## src/core/dpc_pkg.sv

```systemverilog
// Shared constants for the signal-processing and pointer configuration block
package dpc_pkg;

  // ==========================================================
  // Register map (printed offsets are indexes, byte address = 4 x index)
  localparam int ADDR_W = 12;
  localparam logic [7:0] IDX_CFG = 8'he2;
  localparam logic [7:0] IDX_WIN_LOW = 8'he4;
  localparam logic [7:0] IDX_WIN_HIGH = 8'he5;
  localparam logic [7:0] IDX_STATUS = 8'he7;
  localparam logic [ADDR_W-1:0] ADDR_CFG = {2'h0, IDX_CFG, 2'h0};
  localparam logic [ADDR_W-1:0] ADDR_WIN_LOW = {2'h0, IDX_WIN_LOW, 2'h0};
  localparam logic [ADDR_W-1:0] ADDR_WIN_HIGH = {2'h0, IDX_WIN_HIGH, 2'h0};
  localparam logic [ADDR_W-1:0] ADDR_STATUS = {2'h0, IDX_STATUS, 2'h0};

  // ==========================================================
  // Configuration register fields
  localparam logic [7:0] CFG_RESET = 8'h00;
  localparam int BIT_WIN = 6;
  localparam int BIT_SGN_B = 5;
  localparam int BIT_SGN_A = 4;
  localparam int BIT_CIRC1 = 3;
  localparam int BIT_CIRC0 = 2;
  localparam int BIT_IDX_DIS = 1;
  localparam int BIT_REDIR_B = 0;

  // Status register fields
  localparam int BIT_ST_PREFIX = 0;
  localparam int BIT_ST_LAST_PTR = 1;

  // ==========================================================
  // Accumulator result geometry
  localparam int MAC_W = 40;
  localparam int WIN_W = 2;
  localparam int BYTE_IDX_W = 3;
  localparam logic [WIN_W-1:0] WIN_FIXED_POINT = 2'h2;

  // ==========================================================
  // Opcodes
  localparam logic [7:0] OP_PREFIX = 8'ha5;
  localparam logic [7:0] OP_LOAD_PTR = 8'h90;
  localparam logic [7:0] OP_INC_PTR = 8'ha3;
  localparam logic [7:0] OP_CODE_READ = 8'h93;
  localparam logic [7:0] OP_XDATA_RD = 8'he0;
  localparam logic [7:0] OP_XDATA_WR = 8'hf0;
  localparam logic [7:0] OP_JMP_IDX = 8'h73;
  localparam logic [7:0] OP_MUL = 8'ha4;
  localparam logic [7:0] OP_MAC = 8'ha4;

  typedef enum logic [1:0] {
    ST_IDLE = 2'b01,
    ST_PREFIX = 2'b10
  } dpc_pfx_t;

endpackage

```

## src/core/dpc_dec_if.sv

```systemverilog
// Carrier between the top block and the instruction decoder
`timescale 1ns/1ns
interface dpc_dec_if;
  logic instr_valid;
  logic [7:0] instr_byte;
  logic pointer_select;
  logic [7:0] cfg;
  logic prefix_pending;
  logic dec_valid;
  logic ptr_one;
  logic circular;
  logic code_read;
  logic use_index;
  logic xdata_rd;
  logic xdata_wr;
  logic data_to_b;
  logic inc_ptr;
  logic load_ptr;
  logic jmp_idx;
  logic mul;
  logic mul_a_signed;
  logic mul_b_signed;
  logic mac;

  modport top (
    output instr_valid, instr_byte, pointer_select, cfg,
    input prefix_pending, dec_valid, ptr_one, circular, code_read, use_index, xdata_rd, xdata_wr,
    input data_to_b, inc_ptr, load_ptr, jmp_idx, mul, mul_a_signed, mul_b_signed, mac
  );
  modport dec (
    input instr_valid, instr_byte, pointer_select, cfg,
    output prefix_pending, dec_valid, ptr_one, circular, code_read, use_index, xdata_rd, xdata_wr,
    output data_to_b, inc_ptr, load_ptr, jmp_idx, mul, mul_a_signed, mul_b_signed, mac
  );
endinterface

```

## src/core/dpc_decode.sv

```systemverilog
// Instruction decoder for pointer selection, prefix inversion and multiply signedness
`timescale 1ns/1ns
module dpc_decode (
  input wire logic clk,
  input wire logic nrst,
  dpc_dec_if.dec dif
);

  // ==========================================================
  // Prefix tracking
  dpc_pkg::dpc_pfx_t state_q;
  dpc_pkg::dpc_pfx_t state_d;
  wire is_prefix_byte = dif.instr_byte == dpc_pkg::OP_PREFIX;
  wire in_prefix = state_q == dpc_pkg::ST_PREFIX;

  // The byte after a prefix is always consumed, so a doubled prefix cannot chain
  always_comb begin
    state_d = state_q;
    if (dif.instr_valid) begin
      unique case (state_q)
        dpc_pkg::ST_IDLE: state_d = is_prefix_byte ? dpc_pkg::ST_PREFIX : dpc_pkg::ST_IDLE;
        dpc_pkg::ST_PREFIX: state_d = dpc_pkg::ST_IDLE;
        default: state_d = dpc_pkg::ST_IDLE;
      endcase
    end
  end

  always_ff @(posedge clk or negedge nrst) begin
    if (!nrst) begin
      state_q <= dpc_pkg::ST_IDLE;
    end else begin
      state_q <= state_d;
    end
  end

  // ==========================================================
  // Opcode classes
  wire op_live = dif.instr_valid && !(is_prefix_byte && !in_prefix);
  wire is_load = dif.instr_byte == dpc_pkg::OP_LOAD_PTR;
  wire is_inc = dif.instr_byte == dpc_pkg::OP_INC_PTR;
  wire is_code = dif.instr_byte == dpc_pkg::OP_CODE_READ;
  wire is_xrd = dif.instr_byte == dpc_pkg::OP_XDATA_RD;
  wire is_xwr = dif.instr_byte == dpc_pkg::OP_XDATA_WR;
  wire is_jmp = dif.instr_byte == dpc_pkg::OP_JMP_IDX;
  wire is_mul = !in_prefix && dif.instr_byte == dpc_pkg::OP_MUL;
  wire is_mac = in_prefix && dif.instr_byte == dpc_pkg::OP_MAC;

  // Generic pointer follows the select bit; prefix inverts it except for the indexed jump
  wire sel_ptr = is_jmp ? dif.pointer_select : (dif.pointer_select ^ in_prefix);

  assign dif.prefix_pending = in_prefix;
  assign dif.dec_valid = op_live;
  assign dif.ptr_one = sel_ptr;
  assign dif.circular = sel_ptr ? dif.cfg[dpc_pkg::BIT_CIRC1] : dif.cfg[dpc_pkg::BIT_CIRC0];
  assign dif.code_read = op_live && is_code;
  // Index register stays the accumulator whatever the redirect bit says
  assign dif.use_index = op_live && is_code && !dif.cfg[dpc_pkg::BIT_IDX_DIS];
  assign dif.xdata_rd = op_live && is_xrd;
  assign dif.xdata_wr = op_live && is_xwr;
  assign dif.data_to_b = op_live && sel_ptr && (is_code || is_xrd || is_xwr) && dif.cfg[dpc_pkg::BIT_REDIR_B];
  assign dif.inc_ptr = op_live && is_inc;
  assign dif.load_ptr = op_live && is_load;
  assign dif.jmp_idx = op_live && is_jmp;
  assign dif.mul = op_live && is_mul;
  // Sign bits reach the multiplier only for the plain multiply, never for the accumulate
  assign dif.mul_a_signed = op_live && is_mul && dif.cfg[dpc_pkg::BIT_SGN_A];
  assign dif.mul_b_signed = op_live && is_mul && dif.cfg[dpc_pkg::BIT_SGN_B];
  assign dif.mac = op_live && is_mac;

endmodule

```

## src/core/dpc_top.sv

```systemverilog
// Signal-processing and pointer configuration register with instruction decode
`timescale 1ns/1ns

// Summary of operation
// - Window-select field picks which adjacent byte pair shows at the window addresses.
// - Window-select 10 shows the fixed-point segment, dropping the lowest fraction bytes.
// - Operand-B sign bit makes the plain multiply treat B as signed.
// - Operand-A sign bit makes the plain multiply treat the accumulator as signed.
// - Both sign bits are ignored by the multiply-accumulate instruction.
// - Pointer-1 circular bit makes pointer 1 wrap over the circular ranges.
// - Pointer-0 circular bit makes pointer 0 wrap over the circular ranges.
// - Index disable bit makes the indexed code read use the pointer alone.
// - Redirect bit moves pointer-1 code and external data transfers to B.
// - Redirect bit never changes the index register of indexed code reads.
// - A prefix byte inverts the pointer-select bit for the very next instruction byte, except an indexed jump.
// - Pointer-select bit chooses the pointer for generic pointer instructions.
// - The 40-bit result is reached only through a sliding 16-bit window.
// - Multiply-accumulate always multiplies signed by signed.
module dpc_top (
  input wire logic clk,
  input wire logic nrst,
  input wire logic psel,
  input wire logic penable,
  input wire logic pwrite,
  input wire logic [dpc_pkg::ADDR_W-1:0] paddr,
  input wire logic [31:0] pwdata,
  input wire logic [3:0] pstrb,
  output logic [31:0] prdata,
  output logic pready,
  output logic pslverr,
  input wire logic [dpc_pkg::MAC_W-1:0] mac_result,
  output logic mac_wr_valid,
  output logic [dpc_pkg::BYTE_IDX_W-1:0] mac_wr_byte,
  output logic [7:0] mac_wr_data,
  input wire logic instr_valid,
  input wire logic [7:0] instr_byte,
  input wire logic pointer_select,
  output logic [dpc_pkg::WIN_W-1:0] result_window_select,
  output logic ptr1_circular_enable,
  output logic ptr0_circular_enable,
  output logic code_read_index_disable,
  output logic ptr1_redirect_to_b,
  output logic op_valid,
  output logic op_ptr_one,
  output logic op_circular,
  output logic op_code_read,
  output logic op_use_index,
  output logic op_xdata_rd,
  output logic op_xdata_wr,
  output logic op_data_to_b,
  output logic op_inc_ptr,
  output logic op_load_ptr,
  output logic op_jmp_idx,
  output logic op_mul,
  output logic op_mul_a_signed,
  output logic op_mul_b_signed,
  output logic op_mac,
  output logic op_mac_signed
);

  // ==========================================================
  // Helpers
  function automatic logic [dpc_pkg::BYTE_IDX_W-1:0] win_byte_idx(input logic [dpc_pkg::WIN_W-1:0] w,
                                                                  input logic hi);
    win_byte_idx = {1'b0, w} + {2'h0, hi};
  endfunction

  function automatic logic [7:0] mac_byte(input logic [dpc_pkg::MAC_W-1:0] m,
                                          input logic [dpc_pkg::BYTE_IDX_W-1:0] idx);
    mac_byte = m[{idx, 3'h0} +: 8];
  endfunction

  // ==========================================================
  // Registers
  logic [7:0] cfg_q;
  logic [7:0] cfg_d;
  logic [31:0] prdata_q;
  logic [31:0] prdata_d;
  logic pready_q;
  logic pslverr_q;
  logic pslverr_d;
  logic mac_wr_valid_q;
  logic [dpc_pkg::BYTE_IDX_W-1:0] mac_wr_byte_q;
  logic [7:0] mac_wr_data_q;
  logic last_ptr_q;

  dpc_dec_if dif ();

  // ==========================================================
  // APB decode
  wire access = psel && penable;
  wire first_access = access && !pready_q;
  wire done = access && pready_q;
  wire hit_cfg = paddr == dpc_pkg::ADDR_CFG;
  wire hit_low = paddr == dpc_pkg::ADDR_WIN_LOW;
  wire hit_high = paddr == dpc_pkg::ADDR_WIN_HIGH;
  wire hit_stat = paddr == dpc_pkg::ADDR_STATUS;
  wire hit_any = hit_cfg || hit_low || hit_high || hit_stat;
  wire wr_lane0 = pwrite && pstrb[0];
  // Status is read only; a write there is refused like an unmapped address
  wire bad = !hit_any || (pwrite && hit_stat);
  wire do_cfg_wr = done && wr_lane0 && hit_cfg;
  wire do_win_wr = done && wr_lane0 && (hit_low || hit_high);

  wire [dpc_pkg::WIN_W-1:0] win_sel = cfg_q[dpc_pkg::BIT_WIN +: dpc_pkg::WIN_W];
  wire [dpc_pkg::BYTE_IDX_W-1:0] low_idx = win_byte_idx(win_sel, 1'b0);
  wire [dpc_pkg::BYTE_IDX_W-1:0] high_idx = win_byte_idx(win_sel, 1'b1);
  wire [dpc_pkg::BYTE_IDX_W-1:0] wr_idx = hit_high ? high_idx : low_idx;
  wire [7:0] status_val = {6'h00, last_ptr_q, dif.prefix_pending};

  always_comb begin
    prdata_d = 32'h0000_0000;
    if (hit_cfg) begin
      prdata_d = {24'h00_0000, cfg_q};
    end else if (hit_low) begin
      prdata_d = {24'h00_0000, mac_byte(mac_result, low_idx)};
    end else if (hit_high) begin
      prdata_d = {24'h00_0000, mac_byte(mac_result, high_idx)};
    end else if (hit_stat) begin
      prdata_d = {24'h00_0000, status_val};
    end
  end

  always_comb begin
    cfg_d = cfg_q;
    if (do_cfg_wr) begin
      cfg_d = pwdata[7:0];
    end
  end

  assign pslverr_d = bad;

  // One wait state so read data comes straight from a flop
  always_ff @(posedge clk or negedge nrst) begin
    if (!nrst) begin
      pready_q <= 1'b0;
      pslverr_q <= 1'b0;
      prdata_q <= 32'h0000_0000;
    end else begin
      pready_q <= first_access;
      pslverr_q <= first_access && pslverr_d;
      prdata_q <= (first_access && !pwrite) ? prdata_d : 32'h0000_0000;
    end
  end

  always_ff @(posedge clk or negedge nrst) begin
    if (!nrst) begin
      cfg_q <= dpc_pkg::CFG_RESET;
    end else begin
      cfg_q <= cfg_d;
    end
  end

  // ==========================================================
  // Window writes go to the result datapath as byte strobes
  always_ff @(posedge clk or negedge nrst) begin
    if (!nrst) begin
      mac_wr_valid_q <= 1'b0;
      mac_wr_byte_q <= '0;
      mac_wr_data_q <= 8'h00;
    end else begin
      mac_wr_valid_q <= do_win_wr;
      if (do_win_wr) begin
        mac_wr_byte_q <= wr_idx;
        mac_wr_data_q <= pwdata[7:0];
      end
    end
  end

  // ==========================================================
  // Decoder
  assign dif.instr_valid = instr_valid;
  assign dif.instr_byte = instr_byte;
  assign dif.pointer_select = pointer_select;
  assign dif.cfg = cfg_q;

  dpc_decode u_dec (
    .clk(clk),
    .nrst(nrst),
    .dif(dif)
  );

  // Decoded strobes are registered, so they lag the opcode by one cycle
  always_ff @(posedge clk or negedge nrst) begin
    if (!nrst) begin
      op_valid <= 1'b0;
      op_ptr_one <= 1'b0;
      op_circular <= 1'b0;
      op_code_read <= 1'b0;
      op_use_index <= 1'b0;
      op_xdata_rd <= 1'b0;
      op_xdata_wr <= 1'b0;
      op_data_to_b <= 1'b0;
      op_inc_ptr <= 1'b0;
      op_load_ptr <= 1'b0;
      op_jmp_idx <= 1'b0;
      op_mul <= 1'b0;
      op_mul_a_signed <= 1'b0;
      op_mul_b_signed <= 1'b0;
      op_mac <= 1'b0;
      op_mac_signed <= 1'b0;
      last_ptr_q <= 1'b0;
    end else begin
      op_valid <= dif.dec_valid;
      op_ptr_one <= dif.dec_valid && dif.ptr_one;
      op_circular <= dif.dec_valid && dif.circular;
      op_code_read <= dif.code_read;
      op_use_index <= dif.use_index;
      op_xdata_rd <= dif.xdata_rd;
      op_xdata_wr <= dif.xdata_wr;
      op_data_to_b <= dif.data_to_b;
      op_inc_ptr <= dif.inc_ptr;
      op_load_ptr <= dif.load_ptr;
      op_jmp_idx <= dif.jmp_idx;
      op_mul <= dif.mul;
      op_mul_a_signed <= dif.mul_a_signed;
      op_mul_b_signed <= dif.mul_b_signed;
      op_mac <= dif.mac;
      op_mac_signed <= dif.mac;
      if (dif.dec_valid) begin
        last_ptr_q <= dif.ptr_one;
      end
    end
  end

  // ==========================================================
  // Outputs
  assign prdata = prdata_q;
  assign pready = pready_q;
  assign pslverr = pslverr_q;
  assign mac_wr_valid = mac_wr_valid_q;
  assign mac_wr_byte = mac_wr_byte_q;
  assign mac_wr_data = mac_wr_data_q;
  assign result_window_select = win_sel;
  assign ptr1_circular_enable = cfg_q[dpc_pkg::BIT_CIRC1];
  assign ptr0_circular_enable = cfg_q[dpc_pkg::BIT_CIRC0];
  assign code_read_index_disable = cfg_q[dpc_pkg::BIT_IDX_DIS];
  assign ptr1_redirect_to_b = cfg_q[dpc_pkg::BIT_REDIR_B];

endmodule

```

## config.mk

```make
export PLATFORM = sky130hd
export DESIGN_NAME = dpc_top
export DESIGN_NICKNAME = d
export VERILOG_FILES = /design/src/core/dpc_pkg.sv /design/src/core/dpc_dec_if.sv /design/src/core/dpc_decode.sv /design/src/core/dpc_top.sv
export SDC_FILE = /design/constraint.sdc
export NUM_CORES = 1
export LEC_CHECK = 0
export BUFFER_PORTS_ARGS = -buffer_cell sky130_fd_sc_hd__buf_2
export CAP_MARGIN = 15
export CORE_ASPECT_RATIO = 1.2
export CORE_MARGIN = 2
export CORE_UTILIZATION = 35
export CTS_CLUSTER_SIZE = 12
export DETAILED_ROUTE_END_ITERATION = 6
export PLACE_DENSITY = 0.75
export SLEW_MARGIN = 20
export SYNTH_ARGS = -nofsm -noshare
export SYNTH_HDL_FRONTEND = slang
export SYNTH_HIERARCHICAL = 1
export SYNTH_SLANG_ARGS = --single-unit
```

## constraint.sdc

```tcl
create_clock -name clk -period 2 [get_ports clk]
set_input_delay 0.2 -clock clk [delete_from_list [all_inputs] [get_ports clk]]
set_output_delay 0.2 -clock clk [all_outputs]
set_load 0.005 [all_outputs]
```

==> results of run 1 <==
## Yosys cell counts, types with 2 or more instances
library cell / instances / area share
sky130_fd_sc_hd__buf_6: 3 / 0.012
sky130_fd_sc_hd__a32o_1: 4 / 0.014
sky130_fd_sc_hd__nor2_1: 7 / 0.0095
sky130_fd_sc_hd__nand3_1: 5 / 0.0091
sky130_fd_sc_hd__o22ai_1: 6 / 0.014
sky130_fd_sc_hd__mux2i_1: 11 / 0.040
sky130_fd_sc_hd__mux4_2: 3 / 0.024
sky130_fd_sc_hd__buf_4: 29 / 0.079
sky130_fd_sc_hd__o211a_1: 2 / 0.0072
sky130_fd_sc_hd__inv_1: 7 / 0.0095
sky130_fd_sc_hd__a21oi_1: 6 / 0.011
sky130_fd_sc_hd__nor2_4: 2 / 0.0081
sky130_fd_sc_hd__dfrtp_1: 47 / 0.43
sky130_fd_sc_hd__or3_2: 2 / 0.0054
sky130_fd_sc_hd__nor4_1: 2 / 0.0045
sky130_fd_sc_hd__nor3_1: 7 / 0.013
sky130_fd_sc_hd__and2_1: 5 / 0.011
sky130_fd_sc_hd__mux2_2: 18 / 0.073
sky130_fd_sc_hd__xor2_1: 3 / 0.0095
sky130_fd_sc_hd__clkbuf_8: 2 / 0.010
sky130_fd_sc_hd__nor3b_1: 2 / 0.0054
sky130_fd_sc_hd__o21a_1: 2 / 0.0054
sky130_fd_sc_hd__o221ai_1: 6 / 0.019
sky130_fd_sc_hd__nand4_1: 2 / 0.0045
sky130_fd_sc_hd__or3_1: 2 / 0.0045
sky130_fd_sc_hd__nor3_2: 2 / 0.0072
sky130_fd_sc_hd__nand2_1: 10 / 0.014
sky130_fd_sc_hd__o21ai_0: 9 / 0.016
sky130_fd_sc_hd__nand4bb_1: 3 / 0.012
## through the flow
step                      hold WS, ns  power (uW)  utilization  worst slack [ns]
after floorplan               -0.0956        1120            -             0.248
after global placement          0.228        1210        0.440             0.218
after detailed placement        0.222        1220        0.440             0.185
after CTS                       0.108        1850        0.455             0.174
after global routing            0.107        1920        0.455            0.0773
final                           0.120        1830        0.455             0.185
## sequential cells by signal, indices dropped and copies added (netlist names), 2 cells and up
signal         flops
u_dec/state_q      2
prdata             8
mac_wr_data        8
mac_wr_byte        3
cfg_q              8
## layer usage
layer  global-route usage  vias to the layer above  part of all wire  wire [um]
met5                    0                        -                 0          0
met4               0.0501                        0             0.011         77
met3               0.0334                        6             0.075        526
met2                0.284                      102              0.52       3670
met1                0.191                     1125              0.39       2750
li1                     -                     1090                 -          -
## final timing paths
kind / start / endpoint / slack [ns] / depth (start not counted)
worst max register to register: u_dec/state_q[0]$_DFFE_PN1P_ / op_circular$_DFF_PN0_ / 0.18 / 5
worst min-delay path: instr_byte[4] / op_xdata_rd$_DFF_PN0_ / 0.12 / 2
worst min register to register: mac_wr_data[1]$_DFFE_PN0P_ / mac_wr_data[1]$_DFFE_PN0P_ / 0.51 / 1
max in group asynchronous: nrst / u_dec/state_q[0]$_DFFE_PN1P_ / 0.96 / 3
min in group asynchronous: nrst / op_valid$_DFF_PN0_ / 0.43 / 2
worst max-delay path: u_dec/state_q[0]$_DFFE_PN1P_ / op_circular$_DFF_PN0_ / 0.18 / 5
## worst register-to-register path, stage by stage, from the launching register on
cell and delay [ns]:
sky130_fd_sc_hd__dfstp_2 0.39, sky130_fd_sc_hd__nor2b_2 0.37, sky130_fd_sc_hd__o21ai_1 0.15, sky130_fd_sc_hd__xor2_1 0.29
sky130_fd_sc_hd__mux2_2 0.37, sky130_fd_sc_hd__and2_1 0.15
## layout make-up
class	instances	area, um^2	area share
inverters	9	33.8	0.00970
repair buffers	131	701	0.201
clock buffers	8	100	0.0287
multi-input cells	172	1330	0.382
flip-flops and latches	48	1200	0.345
well taps	92	115	0.0330
## report_power, final
| part | leakage (uW) | switching [uW] | internal (uW) |
|---|---|---|---|
| logic | 0.00112 | 117 | 101 |
| registers | 0.000655 | 4.49 | 977 |
| clock network | 0.0000515 | 310 | 316 |
| total | 0.00183 | 431 | 1390 |
## repair_timing
action | in CTS | in global routing
buffers inserted | 0 | 0
hold buffers | 1 | 0
hold endpoints to repair | 22 | 0
## cell families (layout without fill, tap and decap cells)
family / Yosys count / after routing / synth area share
compound gates: 43 / 43 / 0.118
flops: 48 / 48 / 0.435
fa+ha+maj: 1 / 1 / 0.00453
simple gates: 69 / 69 / 0.179
buf+inv: 44 / 148 / 0.115
xor+xnor: 3 / 3 / 0.00951
mux: 32 / 32 / 0.138
other cells: 1 / 24 / 0.00136
==> run summary, run 1 <==
IR analysis of the VDD net gives a maximum drop of 0.304 mV. The number of synthesized register bits was 48; the total die area was 8630 um^2. The final number of hold-violating endpoints was 0.

The finished layout holds 460 standard cells, fillers aside. The flow ran to the end, and the final reports show no timing, DRC or antenna violations. The count of nets left with antenna violations once routing finished came out at 0.

The largest stage delay on the critical path was 0.39 ns; the core area was 7660 um^2. TritonCTS built the clock tree. The floorplan step set the die height to 101 um. The floorplan has 35 rows. The cell at the root of the clock tree is sky130_fd_sc_hd__clkbuf_8. The total overflow left after global routing is 0.

The finished cells cover 3480 um^2. The area growth from synthesis to layout is 26.0%. Summed over all layers, the routed wires come to 7.03 mm. The cell area power density is 524 nW/um^2. After detailed routing, the number of remaining DRC violations is 0. The tools report the arrival time of data at the critical path endpoint as 2.00 ns.

The congestion estimate from routability-driven global placement came to 0.813. Clock-pin slew was measured on the worst setup and hold paths at 0.09 ns. After the last flow step, the layout net total stands at 471.

In this run the cell area of the synthesized design comes to 2760 um^2. In this run the worst path has a maximum fanout of 4. The clock reaches the later pin of the worst-skew pair after 0.29 ns. The cell with the biggest individual delay on the critical path is sky130_fd_sc_hd__dfstp_2. The global-route wire length before repair was 10.8 mm; the period utilization was 0.908.

Entering global routing, the biggest net connects 27 pins. The number of placed cells counting well taps was 451; the total clock buffers created by CTS was 5. Setup repair after global routing left no endpoint under its margin. For the leakage power figure, the log shows 0.00183 uW.

The logs give 5.68 mm for the half-perimeter wire length after placement and 2 for the number of H-tree levels. For the maximum number of buffers from clock root to sink, the log shows 2. The number of antenna diodes in the final layout is 0. Summing over every cut layer, the via total after detailed routing is 2,323. Synthesis produced a netlist whose cell count is 241. The worst slew margin relative to its limit is 0.621, and the total track usage is 0.159.

The tools report the via count of the first global-routing pass as 2,215. Counting flops with a built-in enable in the synthesized netlist gives 0. The share of the yosys chip area belonging to registers is 0.435.

At the worst endpoint, the required time is 2.19 ns. Dividing the detail-routed wire length by the instance count gives 15.3 um. Once placement finished, the instance area stood at 3370 um^2. The most common library cell in the layout ignoring fill and taps is sky130_fd_sc_hd__buf_2.

The proportion of layout cells with a drive suffix above 1 works out to 0.492. The most frequently used flop master after synthesis was sky130_fd_sc_hd__dfrtp_1. The signal on the critical path passes through nor2b_2, o21ai_1, xor2_1, mux2_2, and2_1. Setup violations remaining at the end of the flow were counted as 0. The number of buffer and inverter instances along the worst setup path came out at 0. Port buffering added 119 buffers.

The worst path in the final design needs a cycle of 1.82 ns, including I/O delays and setup. Startpoint type of the worst setup path: a flip-flop. For the number of sinks driven by the clock tree, the log shows 48. The reported max-cap violation count was 0. The post-cts sizing count was 0; the number of synthesis warnings was 6. The starting DRC count in detailed routing came out at 76. For this design the top-level I/O count stands at 171.

The critical path is of the reg2reg type. The run gives 0 as the initial antenna violation count. The average vias per placed instance was 5.05. Timing would allow up to 0.551 GHz. The clock arrives with 0.00263 ns of skew. Proportion of register bits with asynchronous set or reset after synthesis: 1.00. The tools report the effective utilization at floorplan as 0.361. The first TritonRoute pass finished after 4 iterations. The library cells used most frequently in the layout, excluding fill and tap cells, are 119 x sky130_fd_sc_hd__buf_2, 47 x sky130_fd_sc_hd__dfrtp_1, 24 x sky130_fd_sc_hd__conb_1. Class of the tightest hold or removal check: in2reg.

Grouping stages by cell kind, the critical path spends the most delay in simple AND/OR/NAND/NOR gates. Slew at the pin closest to its max-slew limit: 0.568 ns. In this run, distinct cell masters in the synthesized netlist total 61. Fill cells in the final layout number 756. The average cell area after synthesis works out to 11.5 um^2. Element type at the critical path end: a flip-flop. The setup total negative slack was 0 ns; the die width was 85.1 um. The tools report the number of slew-limit violations in the final report as 0.
No activity file was read; power rests on OpenSTA's default activity.
==> inputs of run 2 (changes only) <==
--- a/config.mk
+++ b/config.mk
@@ -9,10 +9,11 @@
 export CAP_MARGIN = 15
 export CORE_ASPECT_RATIO = 1.2
 export CORE_MARGIN = 2
-export CORE_UTILIZATION = 35
+export CORE_UTILIZATION = 43
 export CTS_CLUSTER_SIZE = 12
 export DETAILED_ROUTE_END_ITERATION = 6
-export PLACE_DENSITY = 0.75
+export PLACE_DENSITY = 0.88
+export REMOVE_ABC_BUFFERS = 1
 export SLEW_MARGIN = 20
 export SYNTH_ARGS = -nofsm -noshare
 export SYNTH_HDL_FRONTEND = slang
==> run summary, run 2 (same netlist as run 1, synthesis figures left out) <==
The number of slew-limit violations in the final report was 0. The clock tree skew after final layout was 0.00534 ns. The proportion of layout cells with a drive suffix above 1 was 0.495. Clock-pin slew was measured on the worst setup and hold paths at 0.08 ns. The analysis attributes to net switching a power of 434 uW. After routing the design area is 3450 um^2. The element type at the critical path end is a flip-flop. The area taken by multi-input logic gates was 1330 um^2. The number of routed nets with antenna violations is 0, and the worst ir drop on vdd is 0.409 mV. The first detailed-routing pass ran for 4 iterations. Relative to the synthesized area, the layout overhead comes to 25.0%. After legalization and detailed placement, the total HPWL measured 5.71 mm. The total track usage is 0.201. The switching share of total power works out to 0.243.

The logs give 0.549 for the sequential group share of total power and 0 ns for the setup total negative slack. The cell at the root of the clock tree is sky130_fd_sc_hd__clkbuf_8. The setup path with the least slack is of type reg2reg. After detailed placement, the design holds a cell count of 444. Across the run, the number of max-cap violations was 0. The largest stage delay on the critical path is 0.39 ns. Counting every sink on the clock net gives 48.

In the final routed layout, each cell accounts on average for 15.4 um. The routed layout has 2,354 vias. The tools report the pin count of the biggest net entering global routing as 28. Input and output buffers added on the ports amount to 119. The starting DRC count in detailed routing is 73.

The internal power of the cells totals 1350 uW. For the worst-skew pair, the clock arrives at the later sink with an insertion delay of 0.29 ns. The cell area power density was 517 nW/um^2; the proportion of power drawn by combinational gates was 0.120. Post-cts sizing count: 0. In the layout the commonest cells are 119 x sky130_fd_sc_hd__buf_2, 47 x sky130_fd_sc_hd__dfrtp_1, 24 x sky130_fd_sc_hd__conb_1. After detailed routing, the wire length on met1 is 2.58 mm. Setup repair after global routing left no endpoint under its margin. The chip height was 91.8 um; the leakage power figure was 0.00183 uW. The logs give 2 for the maximum number of buffers from clock root to sink and 2 for the number of H-tree levels. The uppermost signal routing layer after detailed routing is met4. Detailed routing placed a total of 540 um of wire on met3. Remaining global-route overflow: 0. The worst slew margin relative to its limit is 0.610. The run gives 0.331 as the portion of total power attributed to the clock network.

For the finished layout, the period the worst path requires is 1.76 ns. For the pin with the worst max-slew slack, the measured transition is 0.585 ns. The largest fanout on the critical path is 4, and the total die area is 7090 um^2. The total wire length came out at 6.98 mm.

The non-filler instance count after layout is 453. The flow ran to the end, and the final reports show no timing, DRC or antenna violations. In the routed design, unresolved DRC markers number 0.

Walking the worst path, the cells encountered are nor2b_2, o21ai_1, xor2_1, mux2_2, and2_1. The logs give 0.437 for the effective utilization at floorplan and 1790 uW for the overall power. For this run, the top clock speed supported by timing is 0.570 GHz. The tools report the total met2 wirelength after detailed routing as 3.69 mm.

Leaving out fill and tap cells, the most frequent cell in the layout is sky130_fd_sc_hd__buf_2. The placed cell area was 3350 um^2. The utilization after layout is 0.546, and the core area is 6330 um^2.

The slack of the worst reg-to-reg path is 0.24 ns, and the period utilization is 0.878. The post-CTS setup buffer count is 0. The number of cells on the worst reg-to-reg path is 5.

The tools report the fill cell instance count of the final layout as 593. Along the worst hold path, the cell count comes to 2. Setup violations remaining at the end of the flow were counted as 0.

From left edge to right edge, the die measures 77.2 um. The average vias per placed instance is 5.20. Among all stages on the critical path, the largest delay is contributed by sky130_fd_sc_hd__dfstp_2. For this run, the post-layout net count is 471. STA classifies the critical path startpoint as a flip-flop.

Data on the critical path is required at its endpoint by 2.19 ns. The tools report the global-route wire length before repair as 11.2 mm. TritonCTS built the clock tree. 171 I/O pins were placed. The initialized floorplan defines 32 standard-cell rows.

The routability congestion estimate was 0.843; the sequential cell area was 1200 um^2. The arrival time of data at the critical path endpoint is 1.94 ns. TritonCTS created 5 clock buffers. Class of the tightest hold or removal check: in2reg. The initial antenna violation count was 0.

Final number of hold-violating endpoints: 0. The via count of the first global-routing pass is 2,377. 0 antenna diodes ended up in the layout. Count of hold-fix buffers inserted at cts: 1.
run 2: cell types whose count changed in the layout (fill, tap and decap cells not counted), sizes merged:
cell	before	now
clkbuf	8	6
clkinv	1	3
run 2: path summary, 6_finish.rpt:
path | end | start
worst min register to register | mac_wr_data[1]$_DFFE_PN0P_ | mac_wr_data[1]$_DFFE_PN0P_
worst max register to register | op_circular$_DFF_PN0_ | u_dec/state_q[0]$_DFFE_PN1P_
min in group asynchronous | mac_wr_valid$_DFF_PN0_ | nrst
max in group asynchronous | mac_wr_data[3]$_DFFE_PN0P_ | nrst
worst min-delay path | op_xdata_rd$_DFF_PN0_ | instr_byte[4]
worst max-delay path | op_circular$_DFF_PN0_ | u_dec/state_q[0]$_DFFE_PN1P_
run 2: area by class of cell:
type | count | area share
clock buffers | 6 | 0.0239
clock inverters | 2 | 0.00290
inverters | 9 | 0.00978
multi-input cells | 172 | 0.385
flip-flops and latches | 48 | 0.348
well taps | 85 | 0.0308
repair buffers | 131 | 0.199
run 2: per-stage QoR:
step	worst slack [ns]	hold WS, ns
after floorplan	0.120	-0.0956
after global placement	0.215	0.241
after detailed placement	0.177	0.244
after CTS	0.220	0.102
after global routing	0.0833	0.124
final	0.244	0.117
run 2: layer usage:
metal,vias up,GRT usage
li1,1090,-
met4,0,0.0729
met5,-,0
met3,14,0.0531
met1,1154,0.215
met2,96,0.375
run 2: power by group through the flow:
| stage | Clock [uW] | Combinational, uW | Sequential [uW] |
|---|---|---|---|
| finish | 591 | 214 | 980 |
| floorplan | 0 | 75.9 | 1000 |
| detailed placement | 0 | 212 | 1000 |
| global route | 652 | 240 | 981 |
| global placement | 0 | 206 | 999 |
| CTS | 614 | 214 | 980 |
run 2: worst max-delay path: cells and delay by family (launching register included):
family / cells / cell delay, ns
xor gates and xnor gates: 1 / 0.29
DFF: 1 / 0.39
AOI/OAI and AO/OA: 1 / 0.17
and+or+nand+nor: 2 / 0.43
muxes: 1 / 0.37
==> inputs of run 3 (changes only) <==
--- a/config.mk
+++ b/config.mk
@@ -9,10 +9,11 @@
 export CAP_MARGIN = 15
 export CORE_ASPECT_RATIO = 1.2
 export CORE_MARGIN = 2
-export CORE_UTILIZATION = 43
+export CORE_UTILIZATION = 45
+export CTS_CLUSTER_DIAMETER = 150
 export CTS_CLUSTER_SIZE = 12
 export DETAILED_ROUTE_END_ITERATION = 6
-export PLACE_DENSITY = 0.88
+export PLACE_DENSITY = 0.91
 export REMOVE_ABC_BUFFERS = 1
 export SLEW_MARGIN = 20
 export SYNTH_ARGS = -nofsm -noshare
==> constraint.sdc (replaced) <==
create_clock -name clk -period 2.1 [get_ports clk]
set_input_delay 0.21 -clock clk [delete_from_list [all_inputs] [get_ports clk]]
set_output_delay 0.21 -clock clk [all_outputs]
set_load 0.005 [all_outputs]
==> run summary, run 3 (same netlist as run 1, synthesis figures left out) <==
The flow ran to the end, and the final reports show no timing, DRC or antenna violations. From bottom edge to top edge, the die measures 89.9 um. The first-pass iteration count of the detailed router is 4, and the die width is 75.5 um. In this run the static leakage power is 0.00182 uW. After global routing the overflow that remains totals 0. In this run the power density over the cells is 525 nW/um^2. The run gives 2.29 ns as the critical path data required time.

The period utilization works out to 0.849. At the worst endpoint, the arrival time is 1.97 ns. The H-tree generated during clock tree synthesis spans 2 levels. The first global-routing pass estimated 10.5 mm of wire.

Dividing the detail-routed via count by the number of cells gives 5.18. The number of sinks driven by the clock tree was 48; the area growth from synthesis to layout was 25.1%. The routed layout has 2,320 vias. TritonCTS built the clock tree. The slew at the pin closest to its max-slew limit was 0.597 ns.

Routability-driven placement finished with a final weighted congestion of 0.893. For the final routed database, the setup TNS stands at 0 ns. The pin count of the biggest net entering global routing is 27, and the total track usage is 0.200.

The run gives 171 as the I/O pin count. The element type at the critical path end is a flip-flop. Setup violations remaining at the end of the flow were counted as 0. Of all nets on the critical path, the largest fanout is 4. The logs give 0.369 mV for the worst ir drop on vdd and 5970 um^2 for the core area. The final number of hold-violating endpoints is 0, and the count of antenna diodes in the layout is 0. The proportion of layout cells with a drive suffix above 1 was 0.492; the clock-pin slew on the worst setup and hold paths was 0.09 ns.

Clock tree synthesis inserted a total of 5 buffers. The cell sitting at the root of the clock tree is a sky130_fd_sc_hd__clkbuf_8. The tools report the worst slew margin relative to its limit as 0.602. The class of the tightest hold or removal check is in2reg. After layout, the minimum clock period comes to 1.78 ns. Across the run, the number of max-cap violations was 0. The most common library cell in the layout ignoring fill and taps is sky130_fd_sc_hd__buf_2.

At the later pin of the worst-skew pair, clock insertion delay measures 0.30 ns. For the final cell area excluding filler cells, the log shows 3460 um^2. For the placed cell area, the log shows 3330 um^2.

Static timing analysis puts the maximum clock frequency at 0.561 GHz. After floorplanning, the core was divided into 31 placement rows. Startpoint type of the worst setup path: a flip-flop. For this run, design rule violations remaining after detail routing come to 0.

The routed design has 6.73 mm of wire. The die covers 6790 um^2. The tools report the count of nets after finishing as 469. Setup repair after global routing left no endpoint under its margin. The number of routed nets with antenna violations came out at 0.

The clock tree skew after final layout came out at 0.00895 ns. Leaving out fill and tap cells, the most frequent cells in the layout are 119 x sky130_fd_sc_hd__buf_2, 47 x sky130_fd_sc_hd__dfrtp_1, 24 x sky130_fd_sc_hd__conb_1. After the first detailed-routing iteration, the DRC count stood at 86. The half-perimeter wire length after placement is 5.36 mm, and the count of buffers from port buffering is 119.

Effective utilization at floorplan: 0.463. The initial antenna violation count is 0, and the via count of the first global-routing pass is 2,348. The critical path is of the reg2reg type. Dividing the detail-routed wire length by the instance count gives 15.0 um. The tools report the maximum number of buffers from clock root to sink as 2. The number of slew-limit violations in the final report is 0, and the post-CTS setup buffer count is 0.
-- run 3: through the flow --
step / setup slack, ns / hold slack, ns / utilization / power, uW / cells
2_1_floorplan: 0.220 / -0.0856 / - / 1020 / 229
3_5_place_dp: 0.259 / 0.247 / 0.558 / 1150 / 439
4_1_cts: 0.309 / 0.111 / 0.579 / 1840 / 448
6_report: 0.318 / 0.127 / 0.579 / 1820 / 448
3_3_place_gp: 0.279 / 0.238 / 0.558 / 1150 / 439
5_1_grt: 0.185 / 0.116 / 0.579 / 1910 / 448
-- run 3: power by group --
part	switching [uW]	internal, uW
registers	3.39	930
logic	111	93.8
clock network	318	359
total	432	1380
-- run 3: worst max-delay path: stages, from the launching register on --
cell and delay [ns]:
sky130_fd_sc_hd__dfstp_2 0.39, sky130_fd_sc_hd__nor2b_2 0.30, sky130_fd_sc_hd__o21ai_1 0.15, sky130_fd_sc_hd__xor2_1 0.32, sky130_fd_sc_hd__mux2_2 0.37, sky130_fd_sc_hd__and2_1 0.15
-- run 3: final cells by class --
type | instances | area (um^2)
Timing Repair Buffer | 129 | 673
Clock inverter | 3 | 46.3
Sequential cell | 48 | 1200
Inverter | 9 | 33.8
Clock buffer | 5 | 68.8
Fill cell | 531 | 2510
Multi-Input combinational cell | 172 | 1330
Tap cell | 82 | 103
-- run 3: final timing paths --
| check | end | slack [ns] | depth (start not counted) | start |
|---|---|---|---|---|
| min | op_xdata_rd$_DFF_PN0_ | 0.13 | 2 | instr_byte[4] |
| max | op_circular$_DFF_PN0_ | 0.32 | 5 | u_dec/state_q[0]$_DFFE_PN1P_ |
| max in group asynchronous | cfg_q[3]$_DFFE_PN0P_ | 0.91 | 3 | nrst |
| min in group asynchronous | pslverr$_DFF_PN0_ | 0.45 | 2 | nrst |
| min reg2reg | mac_wr_data[3]$_DFFE_PN0P_ | 0.51 | 1 | mac_wr_data[3]$_DFFE_PN0P_ |
| max reg2reg | op_circular$_DFF_PN0_ | 0.32 | 5 | u_dec/state_q[0]$_DFFE_PN1P_ |
-- run 3: layer usage --
| metal | vias to the layer above | wire [um] | part of all wire | global-route usage |
|---|---|---|---|---|
| met2 | 101 | 3600 | 0.54 | 0.371 |
| li1 | 1086 | - | - | - |
| met3 | 6 | 404 | 0.060 | 0.0370 |
| met4 | 0 | 63 | 0.0094 | 0.0570 |
| met1 | 1127 | 2660 | 0.39 | 0.223 |
| met5 | - | 0 | 0 | 0 |
-- run 3: repair_timing --
item	4_1_cts	5_1_grt
hold endpoints to repair	24	0
hold buffers	1	0
resized for setup	0	0
